--- src/gdc_params.svh ---
`ifndef GDC_PARAMS_SVH
`define GDC_PARAMS_SVH

// system clock rate in MHz
`define GDC_CLK_MHZ         25
// fixed dead time in ns
`define GDC_DEAD_NS         400
// fixed dead time in cycles, rounded up to whole cycles
`define GDC_DEAD_CYC        ((`GDC_DEAD_NS * `GDC_CLK_MHZ + 999) / 1000)

// number of half-bridge channels
`define GDC_NCH             3
// number of lockout conditions
`define GDC_NLOCK           7

// lockout bit positions
`define GDC_LK_SUPPLY       0
`define GDC_LK_BST0         1
`define GDC_LK_GATE         4
`define GDC_LK_LOGIC        5
`define GDC_LK_OTP          6

// register byte offsets
`define GDC_REG_CTRL        4'h0
`define GDC_REG_STATUS      4'h4
`define GDC_REG_IRQ_STAT    4'h8
`define GDC_REG_IRQ_MASK    4'hC

// control register field, control and mask resets
`define GDC_CTRL_EN_BIT     0
`define GDC_CTRL_RST        1'b1
`define GDC_MASK_RST        7'h00

// status register field positions
`define GDC_ST_LOCK_LSB     0
`define GDC_ST_HIGH_LSB     7
`define GDC_ST_LOW_LSB      10

// bus response codes
`define GDC_RESP_OKAY       2'h0
`define GDC_RESP_SLVERR     2'h2

`endif

--- src/gdc_pkg.sv ---
`default_nettype none
package gdc_pkg;

	// conducting side of one half bridge
	typedef enum logic [1:0] {
		GDC_SIDE_NONE = 2'b00,
		GDC_SIDE_LOW  = 2'b01,
		GDC_SIDE_HIGH = 2'b10
	} gdc_side_t;

	// resolved command pair of one channel
	typedef struct packed {
		logic high_side_command;
		logic low_side_command_n;
	} gdc_cmd_t;

	// comparator pair of one monitored quantity
	typedef struct packed {
		logic below_low;   // quantity under lower threshold (or over shutdown temp)
		logic above_high;  // quantity at upper threshold (or at recovery temp)
	} gdc_cmp_t;

endpackage
`default_nettype wire

--- src/gdc_top.sv ---
`include "gdc_params.svh"
`timescale 1ns/10ps
`default_nettype none
module gdc_top
	import gdc_pkg::*;
#(
	parameter int CNT_W    = 8,               // dead time counter width
	parameter int DEAD_CYC = `GDC_DEAD_CYC    // fixed dead time in cycles
) (
	input  wire logic                   clk_i,                  // system clock
	input  wire logic                   rst_i,                  // async reset, high
	input  wire logic                   enable_i,               // shared enable pin
	input  wire logic                   enable_drive_i,         // enable pin is driven
	input  wire logic [`GDC_NCH-1:0]    high_side_command_i,    // high side commands
	input  wire logic [`GDC_NCH-1:0]    high_drive_i,           // high command pins driven
	input  wire logic [`GDC_NCH-1:0]    low_side_command_n_i,   // low side commands, low active
	input  wire logic [`GDC_NCH-1:0]    low_drive_i,            // low command pins driven
	input  wire gdc_cmp_t               supply_cmp_i,           // supply comparators
	input  wire gdc_cmp_t [`GDC_NCH-1:0] bootstrap_cmp_i,       // bootstrap comparators
	input  wire gdc_cmp_t               gate_supply_cmp_i,      // 12 V supply comparators
	input  wire gdc_cmp_t               logic_supply_cmp_i,     // 5 V supply comparators
	input  wire gdc_cmp_t               temp_cmp_i,             // shutdown / recovery temp
	output logic [`GDC_NCH-1:0]         high_gate_out_o,        // high side gates
	output logic [`GDC_NCH-1:0]         low_gate_out_o,         // low side gates
	output logic                        bootstrap_charge_en_o,  // bootstrap charging allowed
	output logic                        gate_supply_en_o,       // 12 V gate supply on
	output logic                        irq_o,                  // level interrupt
	input  wire logic [3:0]             s_axi_awaddr,           // write address
	input  wire logic                   s_axi_awvalid,          // write address valid
	output logic                        s_axi_awready,          // write address ready
	input  wire logic [31:0]            s_axi_wdata,            // write data
	input  wire logic [3:0]             s_axi_wstrb,            // write strobes
	input  wire logic                   s_axi_wvalid,           // write data valid
	output logic                        s_axi_wready,           // write data ready
	output logic [1:0]                  s_axi_bresp,            // write response
	output logic                        s_axi_bvalid,           // write response valid
	input  wire logic                   s_axi_bready,           // write response ready
	input  wire logic [3:0]             s_axi_araddr,           // read address
	input  wire logic                   s_axi_arvalid,          // read address valid
	output logic                        s_axi_arready,          // read address ready
	output logic [31:0]                 s_axi_rdata,            // read data
	output logic [1:0]                  s_axi_rresp,            // read response
	output logic                        s_axi_rvalid,           // read response valid
	input  wire logic                   s_axi_rready            // read response ready
);

	localparam int SW = 1 + 2 * `GDC_NCH + 2 * `GDC_NLOCK;  // synchronised width

	// command pair to wanted side, truth table of the driver
	function automatic gdc_side_t want_side(input logic en, input gdc_cmd_t c);
		gdc_side_t s;
		s = GDC_SIDE_NONE;
		if (en && c.high_side_command && c.low_side_command_n) begin
			s = GDC_SIDE_HIGH;
		end else if (en && !c.high_side_command && !c.low_side_command_n) begin
			s = GDC_SIDE_LOW;
		end
		return s;
	endfunction

	// hysteresis latch: set below lower, clear at upper; set wins
	function automatic logic hyst(input logic cur, input gdc_cmp_t c);
		logic n;
		n = cur;
		if (c.below_low) begin
			n = 1'b1;
		end else if (c.above_high) begin
			n = 1'b0;
		end
		return n;
	endfunction

	logic [`GDC_NCH-1:0]   hi_res;       // high command after pull resolution
	logic [`GDC_NCH-1:0]   lo_res;       // low command after pull resolution
	logic                  en_res;       // enable after pull resolution
	logic [SW-1:0]         raw_vec;      // pin vector before synchroniser
	logic [SW-1:0]         sync_a;       // first synchroniser stage
	logic [SW-1:0]         sync_b;       // second synchroniser stage
	logic                  en_s;         // synchronised enable
	gdc_cmd_t [`GDC_NCH-1:0] cmd_s;      // synchronised commands
	gdc_cmp_t [`GDC_NLOCK-1:0] cmp_s;    // synchronised comparators
	logic [`GDC_NLOCK-1:0] lock;         // active lockouts
	logic [`GDC_NLOCK-1:0] lock_q;       // lockouts one cycle ago
	logic                  sw_enable;    // software drive enable
	logic [`GDC_NLOCK-1:0] irq_stat;     // sticky lockout events
	logic [`GDC_NLOCK-1:0] irq_mask;     // interrupt mask
	logic                  block_all;    // both sides of every channel off
	logic [CNT_W-1:0]      dead_cnt [`GDC_NCH];  // dead time counters
	gdc_side_t             last_side [`GDC_NCH]; // side that last conducted

	// internal pulls: undriven enable/high read 0, undriven low_n reads 1
	always_comb begin
		en_res = enable_drive_i & enable_i;
		for (int i = 0; i < `GDC_NCH; i++) begin
			hi_res[i] = high_drive_i[i] & high_side_command_i[i];
			lo_res[i] = ~low_drive_i[i] | low_side_command_n_i[i];
		end
	end

	// gather all asynchronous inputs into one vector
	// one vector keeps every pin behind the same two stages, so none leads
	assign raw_vec = {temp_cmp_i, logic_supply_cmp_i, gate_supply_cmp_i,
		bootstrap_cmp_i, supply_cmp_i, lo_res, hi_res, en_res};

	// two flip-flop synchroniser; stage a feeds stage b only
	always_ff @(posedge clk_i or posedge rst_i) begin
		if (rst_i) begin
			sync_a <= '0;
			sync_b <= '0;
		end else begin
			sync_a <= raw_vec;
			sync_b <= sync_a;
		end
	end

	// unpack synchronised vector
	always_comb begin
		en_s = sync_b[0];
		for (int i = 0; i < `GDC_NCH; i++) begin
			cmd_s[i].high_side_command  = sync_b[1 + i];
			cmd_s[i].low_side_command_n = sync_b[1 + `GDC_NCH + i];
		end
		for (int k = 0; k < `GDC_NLOCK; k++) begin
			cmp_s[k] = sync_b[1 + 2 * `GDC_NCH + 2 * k +: 2];
		end
	end

	// lockout latches; reset assumes everything locked until proven good
	always_ff @(posedge clk_i or posedge rst_i) begin
		if (rst_i) begin
			lock <= '1;
		end else begin
			for (int k = 0; k < `GDC_NLOCK; k++) begin
				lock[k] <= hyst(lock[k], cmp_s[k]);
			end
		end
	end

	// a lost main or 5 V supply, or a hot die, leaves neither side safely driven
	// locks that shut every gate of every channel
	assign block_all = lock[`GDC_LK_SUPPLY] | lock[`GDC_LK_LOGIC] | lock[`GDC_LK_OTP];

	// bootstrap charging off for all but bootstrap lock
	assign bootstrap_charge_en_o = ~(block_all | lock[`GDC_LK_GATE]);

	// 12 V gate supply off only during supply lock
	assign gate_supply_en_o = ~lock[`GDC_LK_SUPPLY];

	// per channel gate sequencing with dead time
	for (genvar g = 0; g < `GDC_NCH; g++) begin : g_ch
		gdc_side_t want;   // commanded side
		logic      ok_hi;  // high side allowed by protections
		logic      ok_lo;  // low side allowed by protections
		logic      req_hi; // high gate requested
		logic      req_lo; // low gate requested

		// protections mask each side separately
		always_comb begin
			want   = want_side(en_s & sw_enable, cmd_s[g]);
			ok_hi  = ~block_all & ~lock[`GDC_LK_BST0 + g];
			ok_lo  = ~block_all & ~lock[`GDC_LK_GATE];
			req_hi = (want == GDC_SIDE_HIGH) & ok_hi;
			req_lo = (want == GDC_SIDE_LOW) & ok_lo;
		end

		// a turn-off by protection loads the gap too, so recovery cannot shoot through
		// gates turn off at once; opposite side waits out the counter
		always_ff @(posedge clk_i or posedge rst_i) begin
			if (rst_i) begin
				high_gate_out_o[g] <= 1'b0;
				low_gate_out_o[g]  <= 1'b0;
				dead_cnt[g]        <= '0;
				last_side[g]       <= GDC_SIDE_NONE;
			end else if (high_gate_out_o[g] && !req_hi) begin
				// high side leaves: start the gap
				high_gate_out_o[g] <= 1'b0;
				dead_cnt[g]        <= CNT_W'(DEAD_CYC);
				last_side[g]       <= GDC_SIDE_HIGH;
			end else if (low_gate_out_o[g] && !req_lo) begin
				// low side leaves: start the gap
				low_gate_out_o[g] <= 1'b0;
				dead_cnt[g]       <= CNT_W'(DEAD_CYC);
				last_side[g]      <= GDC_SIDE_LOW;
			end else if (dead_cnt[g] != '0) begin
				// during the gap only the side that just left may return
				dead_cnt[g] <= dead_cnt[g] - CNT_W'(1);
				if (req_hi && last_side[g] == GDC_SIDE_HIGH) begin
					high_gate_out_o[g] <= 1'b1;
				end
				if (req_lo && last_side[g] == GDC_SIDE_LOW) begin
					low_gate_out_o[g] <= 1'b1;
				end
			end else begin
				// gap over: follow the request; req_hi, req_lo exclusive
				high_gate_out_o[g] <= req_hi;
				low_gate_out_o[g]  <= req_lo;
			end
		end
	end

	// register bus: enable, status, flags and mask on four words
	logic       aw_held;    // write address captured
	logic [3:0] aw_addr;    // captured write address
	logic       w_held;     // write data captured
	logic [31:0] w_data;    // captured write data
	logic [3:0] w_strb;     // captured strobes
	logic       do_write;   // both halves present, commit now
	logic [`GDC_NLOCK-1:0] clr_bits;  // write-one-to-clear pattern
	logic [31:0] next_rdata;          // read mux output
	logic        next_rerr;           // read decode miss

	// ready drops while a half waits or a response stands: one write at a time
	assign s_axi_awready = ~aw_held & ~s_axi_bvalid;
	assign s_axi_wready  = ~w_held & ~s_axi_bvalid;
	assign s_axi_arready = ~s_axi_rvalid;
	assign do_write      = aw_held & w_held & ~s_axi_bvalid;

	// capture address and data in either order
	always_ff @(posedge clk_i or posedge rst_i) begin
		if (rst_i) begin
			aw_held <= 1'b0;
			aw_addr <= '0;
		end else if (s_axi_awvalid && s_axi_awready) begin
			aw_held <= 1'b1;
			aw_addr <= s_axi_awaddr;
		end else if (do_write) begin
			aw_held <= 1'b0;
		end
	end

	// write data holding register
	always_ff @(posedge clk_i or posedge rst_i) begin
		if (rst_i) begin
			w_held <= 1'b0;
			w_data <= '0;
			w_strb <= '0;
		end else if (s_axi_wvalid && s_axi_wready) begin
			w_held <= 1'b1;
			w_data <= s_axi_wdata;
			w_strb <= s_axi_wstrb;
		end else if (do_write) begin
			w_held <= 1'b0;
		end
	end

	// write response, error on unmapped address
	always_ff @(posedge clk_i or posedge rst_i) begin
		if (rst_i) begin
			s_axi_bvalid <= 1'b0;
			s_axi_bresp  <= `GDC_RESP_OKAY;
		end else if (do_write) begin
			s_axi_bvalid <= 1'b1;
			case (aw_addr)
				`GDC_REG_CTRL, `GDC_REG_STATUS, `GDC_REG_IRQ_STAT,
				`GDC_REG_IRQ_MASK: s_axi_bresp <= `GDC_RESP_OKAY;
				default:           s_axi_bresp <= `GDC_RESP_SLVERR;
			endcase
		end else if (s_axi_bready) begin
			s_axi_bvalid <= 1'b0;
		end
	end

	// control and mask registers; fields sit in byte lane 0
	always_ff @(posedge clk_i or posedge rst_i) begin
		if (rst_i) begin
			sw_enable <= `GDC_CTRL_RST;
			irq_mask  <= `GDC_MASK_RST;
		end else if (do_write && w_strb[0]) begin
			if (aw_addr == `GDC_REG_CTRL) begin
				sw_enable <= w_data[`GDC_CTRL_EN_BIT];
			end
			if (aw_addr == `GDC_REG_IRQ_MASK) begin
				irq_mask <= w_data[`GDC_NLOCK-1:0];
			end
		end
	end

	// write-one-to-clear pattern, taken from byte lane 0 only
	assign clr_bits = (do_write && w_strb[0] && aw_addr == `GDC_REG_IRQ_STAT) ?
		w_data[`GDC_NLOCK-1:0] : '0;

	// sticky events on lock entry; a new entry beats a same-cycle clear
	always_ff @(posedge clk_i or posedge rst_i) begin
		if (rst_i) begin
			lock_q   <= '1;
			irq_stat <= '0;
		end else begin
			lock_q   <= lock;
			irq_stat <= (irq_stat & ~clr_bits) | (lock & ~lock_q);
		end
	end

	// level interrupt while any unmasked flag stands
	assign irq_o = |(irq_stat & irq_mask);

	// read decode; unused bits read zero
	always_comb begin
		next_rdata = '0;
		next_rerr  = 1'b0;
		case (s_axi_araddr)
			`GDC_REG_CTRL:     next_rdata[`GDC_CTRL_EN_BIT] = sw_enable;
			`GDC_REG_STATUS: begin
				next_rdata[`GDC_ST_LOCK_LSB +: `GDC_NLOCK] = lock;
				next_rdata[`GDC_ST_HIGH_LSB +: `GDC_NCH]   = high_gate_out_o;
				next_rdata[`GDC_ST_LOW_LSB +: `GDC_NCH]    = low_gate_out_o;
			end
			`GDC_REG_IRQ_STAT: next_rdata[`GDC_NLOCK-1:0] = irq_stat;
			`GDC_REG_IRQ_MASK: next_rdata[`GDC_NLOCK-1:0] = irq_mask;
			default:           next_rerr = 1'b1;
		endcase
	end

	// read response registered, held until rready
	always_ff @(posedge clk_i or posedge rst_i) begin
		if (rst_i) begin
			s_axi_rvalid <= 1'b0;
			s_axi_rdata  <= '0;
			s_axi_rresp  <= `GDC_RESP_OKAY;
		end else if (s_axi_arvalid && s_axi_arready) begin
			s_axi_rvalid <= 1'b1;
			s_axi_rdata  <= next_rdata;
			s_axi_rresp  <= next_rerr ? `GDC_RESP_SLVERR : `GDC_RESP_OKAY;
		end else if (s_axi_rready) begin
			s_axi_rvalid <= 1'b0;
		end
	end

endmodule // gdc_top
`default_nettype wire

--- config.mk ---
export PLATFORM = sky130hd
export DESIGN_NAME = gdc_top
export DESIGN_NICKNAME = d
export VERILOG_FILES = /design/src/gdc_pkg.sv /design/src/gdc_top.sv
export VERILOG_INCLUDE_DIRS = /design/src
export SDC_FILE = /design/constraint.sdc
export NUM_CORES = 1
export LEC_CHECK = 0
export BUFFER_PORTS_ARGS = -buffer_cell sky130_fd_sc_hd__buf_2
export CORE_MARGIN = 3
export CORE_UTILIZATION = 45
export CTS_BUF_LIST = sky130_fd_sc_hd__clkbuf_16
export DETAILED_ROUTE_END_ITERATION = 16
export PLACE_DENSITY = 0.68
export SYNTH_ARGS = -nofsm -noshare
export SYNTH_HDL_FRONTEND = slang
export SYNTH_SLANG_ARGS = --single-unit
--- constraint.sdc ---
create_clock -name clk_i -period 7.1 [get_ports clk_i]
set_input_delay 1.42 -clock clk_i [delete_from_list [all_inputs] [get_ports clk_i]]
set_output_delay 1.42 -clock clk_i [all_outputs]
set_load 0.01 [all_outputs]
# After elaboration in Yosys (flattened, before gate mapping)
# Index checks and enable logic that the tools add are counted.
op_classes:
  n_div: 0
  shift: 0
  mux: 69
  magnitude_cmp: 0
  n_eq_ne: 27
  bitwise: 48
  addsub: 3
  mul: 0
  reduce_logical: 74
op_table:
  columns: ["op", "n"]
  rows:
  - ["8-bit two-way mux", 9]
  - ["1-bit two-way mux", 45]
  - ["1-bit logical AND", 29]
  - ["2-bit nonzero test", 14]
  - ["8-bit nonzero test", 3]
  - ["8-bit by 1-bit subtractor with 8-bit output (second input constant)", 3]
  - ["2-bit two-way mux", 11]
  - ["7-bit bitwise AND", 3]
  - ["1-bit bitwise AND", 19]
  - ["3-bit by 2-bit != test with 1-bit output (second input constant)", 6]
  - ["6-bit one-hot mux with 3 select lines", 1]
  - ["1-bit inverter", 17]
  - ["4-bit equality test (second input constant)", 4]
  - ["2-bit AND reduction", 8]
  - ["7-bit inverter", 2]
  - ["2-bit by 1-bit equality test with 1-bit output (second input constant)", 6]
  - ["2-bit equality test (second input constant)", 6]
  - ["1-bit zero test", 12]
  - ["3-bit nonzero test", 3]
  - ["4-bit by 3-bit equality test with 1-bit output (second input constant)", 2]
  - ["4-bit zero test", 2]
  - ["4-bit OR reduction", 2]
  - ["7-bit two-way mux", 1]
  - ["7-bit bitwise OR", 1]
  - ["other kinds (5)", 12]
totals:
  mem_bits_ro: 0
  elab_cells: 256
  out_inout_bits: 50
  reg_bits: 140
  mem_bits_rw: 0
  latch_bits: 0
  in_bits: 79
  n_memories: 0

# Logic depth before layout (Yosys ltp)
depth:
  ltp_word: 12
  mapped_depth: 7
  mapped_depth_nobuf: 6

# Least setup slack after synthesis
# OpenSTA, ideal clock, no wires.
synth_timing:
  path_kind: "input port to flip-flop"
  from: "input s_axi_araddr[3]"
  to: "register s_axi_rdata[0]"
  t_arrival_ns: 2.372
  stages: 3
  required_time_ns: 6.979
  path_buffers: 1
  setup_ns: 0.121
  path_slack_ns: 4.607
  path_cell_list: "clkbuf_1 -> mux4_2 -> a22o_1"
synth_via:
  elab_chain_cells: 2
  elab_cells_between_ends: 5
  cone_classes: "3 x eq/ne; 1 x mux; 1 x reduce/logical"
synth_rtl:
  columns: ["item", "line", "rtl"]
  rows:
  - ["start: declaration", "gdc_top.sv:38", "input wire logic [3:0] s_axi_araddr,"]
  - ["4-bit equality test (tied with other cells)", "gdc_top.sv:300", "case (s_axi_araddr)"]
  - ["1-bit one-hot mux with 4 select lines *", "gdc_top.sv:300", null]
  - ["end signal: assignment", "gdc_top.sv:321", "s_axi_rdata <= next_rdata;"]
  - ["end: declaration", "gdc_top.sv:41", "output logic [31:0] s_axi_rdata,"]
# Every way passes the cells marked *; elsewhere a longest branch is shown, timed or not.
# A chain may end at the register's enable or synchronous reset.

# Worst setup path after layout
layout_timing:
  from: "register lock[5]"
  to: "output bootstrap_charge_en_o"
layout_via:
  elab_chain_cells: 4
layout_rtl:
  columns: ["item", "line", "rtl"]
  rows:
  - ["start: declaration", "gdc_top.sv:82", "logic [`GDC_NLOCK-1:0] lock;"]
  - ["start signal: indexed assignment", "gdc_top.sv:134", "lock[k] <= hyst(lock[k], cmp_s[k]);"]
  - ["1-bit bitwise OR (2 in a row)", "gdc_top.sv:141", "assign block_all = lock[`GDC_LK_SUPPLY] | lock[`GDC_LK_LOGIC] | lock[`GDC_LK_OTP];"]
  - ["1-bit bitwise OR", "gdc_top.sv:144", "assign bootstrap_charge_en_o = ~(block_all | lock[`GDC_LK_GATE]);"]
  - ["1-bit inverter", "gdc_top.sv:144", null]
  - ["end: declaration", "gdc_top.sv:25", "output logic bootstrap_charge_en_o,"]
# No other way between the ends.

==> impl_metrics.ini <==
[outcome]
status = finished, final reports clean

[timing]
fin_tns_setup_ns = 0
period_share_pct = 44.3
worst_pin_slew_ns = 1.02
rsz0062_at_grt = false
maxSlewViolCount = 0
fin_skew_ns = 0.00663
slew_headroom_pct = 32.0
hold_viol_final = 0
setup_viol = 0
fin_crit_ns = 3.14
max_freq_mhz = 318

[route]
drt-pass1-iter-count = 5
drc = 0
wl_per_cell_um = 14.4
ant_nets = 0
drtIter0Drc = 239
vias_per_cell = 4.97
vias = 3659
routed_wl_mm = 10.6

[final_layout]
drive_gt1_share_pct = 31.5
finish.utilization_pct = 55.3
final_common_cell = dfrtp_1
final_area_um2 = 6780
nets = 640
layout_common_cells = dfrtp_1 (123), buf_2 (79), nand2_1 (39)
syn_to_final_growth_pct = 17.7
antenna_cells = 0

[clocking]
clk_latency_ns = 0.41
numClockSinks = 138
cts-root-buf = clkbuf_16
cts_tree = built
post_cts_buffers = 0
cts-buffers-inserted = 17
htreeDepth = 4
holdBufCountCts = 0
clkTransAtPathRegs_ns = 0.05
cts_max_path_buffers = 2
cts_resized = 0

[placed_design]
placed_area_um2 = 6240
dp_hpwl_mm = 7.55
port_buffers = 79
gp_congestion = 0.768

[critical_path]
critPathLaunchType = flip-flop
critPathArrivalTime_ns = 1.72
crit_path_end_kind = output port
cp_max_fo = 7
required_ns = 5.68
critical_path_class = flip-flop to output port

[power_and_ir_drop]
power.leakage_nw = 3.23
ir_drop_mv = 0.205
power_density_nw_per_um2 = 356

[job]
max_cap_violations = 0

[grt]
grt_pass1_vias = 3709
grt_antenna_before_repair = 0
grt_remaining_overflow = 0
grt_usage_pct = 16.2
grt_first_pass_wirelength_mm = 18.2
grt_max_degree = 86

[die]
rows = 40
pin_count = 129
die_h_um = 119
start_util_pct = 47.0
die-width_um = 119
core_area_um2 = 12300
die-area_um2 = 14200

[synthesis]
syn-cell-area_um2 = 5760
yosys_register_bits = 138
ys.flop_type = dfrtp_1
yosysWarnings = 0
syn-instance-count = 466
ys_seq_area_share_pct = 60.3
synth_edf_count = 0
syn_avg_cell_area_um2 = 12.4
async_reset_ff_share_pct = 100
netlist-cell-type-count = 59

[hold_path]
hold_class = flip-flop to flip-flop
==> layout make-up <==
class	instances	area [µm²]
fill	1017	5480
sequential	138	3470
multi-input combinational	286	2030
clock buffer	17	425
timing repair buffer	80	403
tap	168	210
inverter	32	123
clock inverter	15	111
==> cells by family after synthesis <==
logic type | after synthesis | synth area share, %
multiplexers | 32 | 6.39
AND/OR/NAND/NOR | 139 | 14.0
flip-flops | 138 | 60.3
AO/OA/AOI/OAI | 84 | 11.6
other | 1 | 0.0651
buffers and inverters | 62 | 5.73
adder cells (fa/ha/maj) | 6 | 1.30
XOR/XNOR | 4 | 0.608
==> critical path: stages (launching register included) <==
cell and delay (ns):
dfstp_2 0.61, or2_1 0.42, nor3_1 0.12, buf_2 0.17
==> report_power, final <==
part           switching [W]  internal [W]
clock network       0.000309      0.000473
registers           0.000154      0.000955
logic               0.000253      0.000267
total               0.000715       0.00170
==> synth_stat cells, types with 4 or more instances <==
master | n | area (µm²)
a21oi_1 | 11 | 55.1
a21boi_0 | 4 | 30.0
and2_1 | 5 | 31.3
nor2_1 | 28 | 105
or3_1 | 5 | 31.3
dfstp_2 | 15 | 394
clkbuf_1 | 4 | 15.0
nand3b_1 | 4 | 30.0
a22oi_1 | 11 | 82.6
nor2b_1 | 10 | 62.6
a21o_1 | 7 | 52.6
dfrtp_1 | 123 | 3080
nand2_1 | 39 | 146
nand3_1 | 7 | 35.0
o21ai_0 | 15 | 75.1
inv_1 | 32 | 120
xnor2_1 | 4 | 35.0
a22o_1 | 13 | 114
ha_1 | 6 | 75.1
buf_4 | 21 | 158
mux2_2 | 28 | 315
nand2b_1 | 13 | 81.3
==> worst paths after layout <==
path / from / end / slack, ns / cells after the start
min in group asynchronous: rst_i / sync_a[19]$_DFF_PP0_ / 1.25 / 2
max reg2reg: s_axi_rvalid$_DFFE_PP0P_ / s_axi_rdata[12]$_DFFE_PP0P_ / 5.07 / 4
min: sync_a[5]$_DFF_PP0_ / sync_b[5]$_DFF_PP0_ / 0.34 / 0
max: lock[5]$_DFFE_PP1P_ / bootstrap_charge_en_o / 3.96 / 3
min reg2reg: sync_a[5]$_DFF_PP0_ / sync_b[5]$_DFF_PP0_ / 0.34 / 0
max in group asynchronous: rst_i / dead_cnt[13]$_DFFE_PP0P_ / 4.56 / 3
==> flip-flops by register name, summed over array words and instances (netlist names) <==
| name | count |
|---|---|
| w_strb | 1 |
| lock_q | 7 |
| w_held | 1 |
| low_gate_out_o | 3 |
| irq_stat | 7 |
| s_axi_rdata | 13 |
| aw_held | 1 |
| lock | 7 |
| irq_mask | 7 |
| high_gate_out_o | 3 |
| s_axi_bresp | 1 |
| last_side | 6 |
| sync_b | 21 |
| s_axi_bvalid | 1 |
| sync_a | 21 |
| sw_enable | 1 |
| aw_addr | 4 |
| s_axi_rvalid | 1 |
| dead_cnt | 24 |
| w_data | 7 |
| s_axi_rresp | 1 |
==> per-stage QoR <==
| stage | instances | power [W] | setup slack, ns | hold WS, ns |
|---|---|---|---|---|
| floorplan | 486 | 0.00150 | 2.01 | 0.331 |
| detailed placement | 704 | 0.00165 | 4.03 | 0.335 |
| global placement | 704 | 0.00161 | 4.05 | 0.332 |
| global route | 736 | 0.00256 | 3.87 | 0.355 |
| CTS | 736 | 0.00244 | 3.92 | 0.347 |
| finish | 736 | 0.00241 | 3.96 | 0.345 |
==> layer usage <==
metal / GRT usage (%) / up-vias / wire, µm
met5: 0 / - / 0
met4: 7.31 / 0 / 226
met3: 4.18 / 18 / 482
met2: 25.4 / 86 / 5110
met1: 21.4 / 1814 / 4810
li1: - / 1741 / -
No activity file was read; power rests on OpenSTA's default activity.
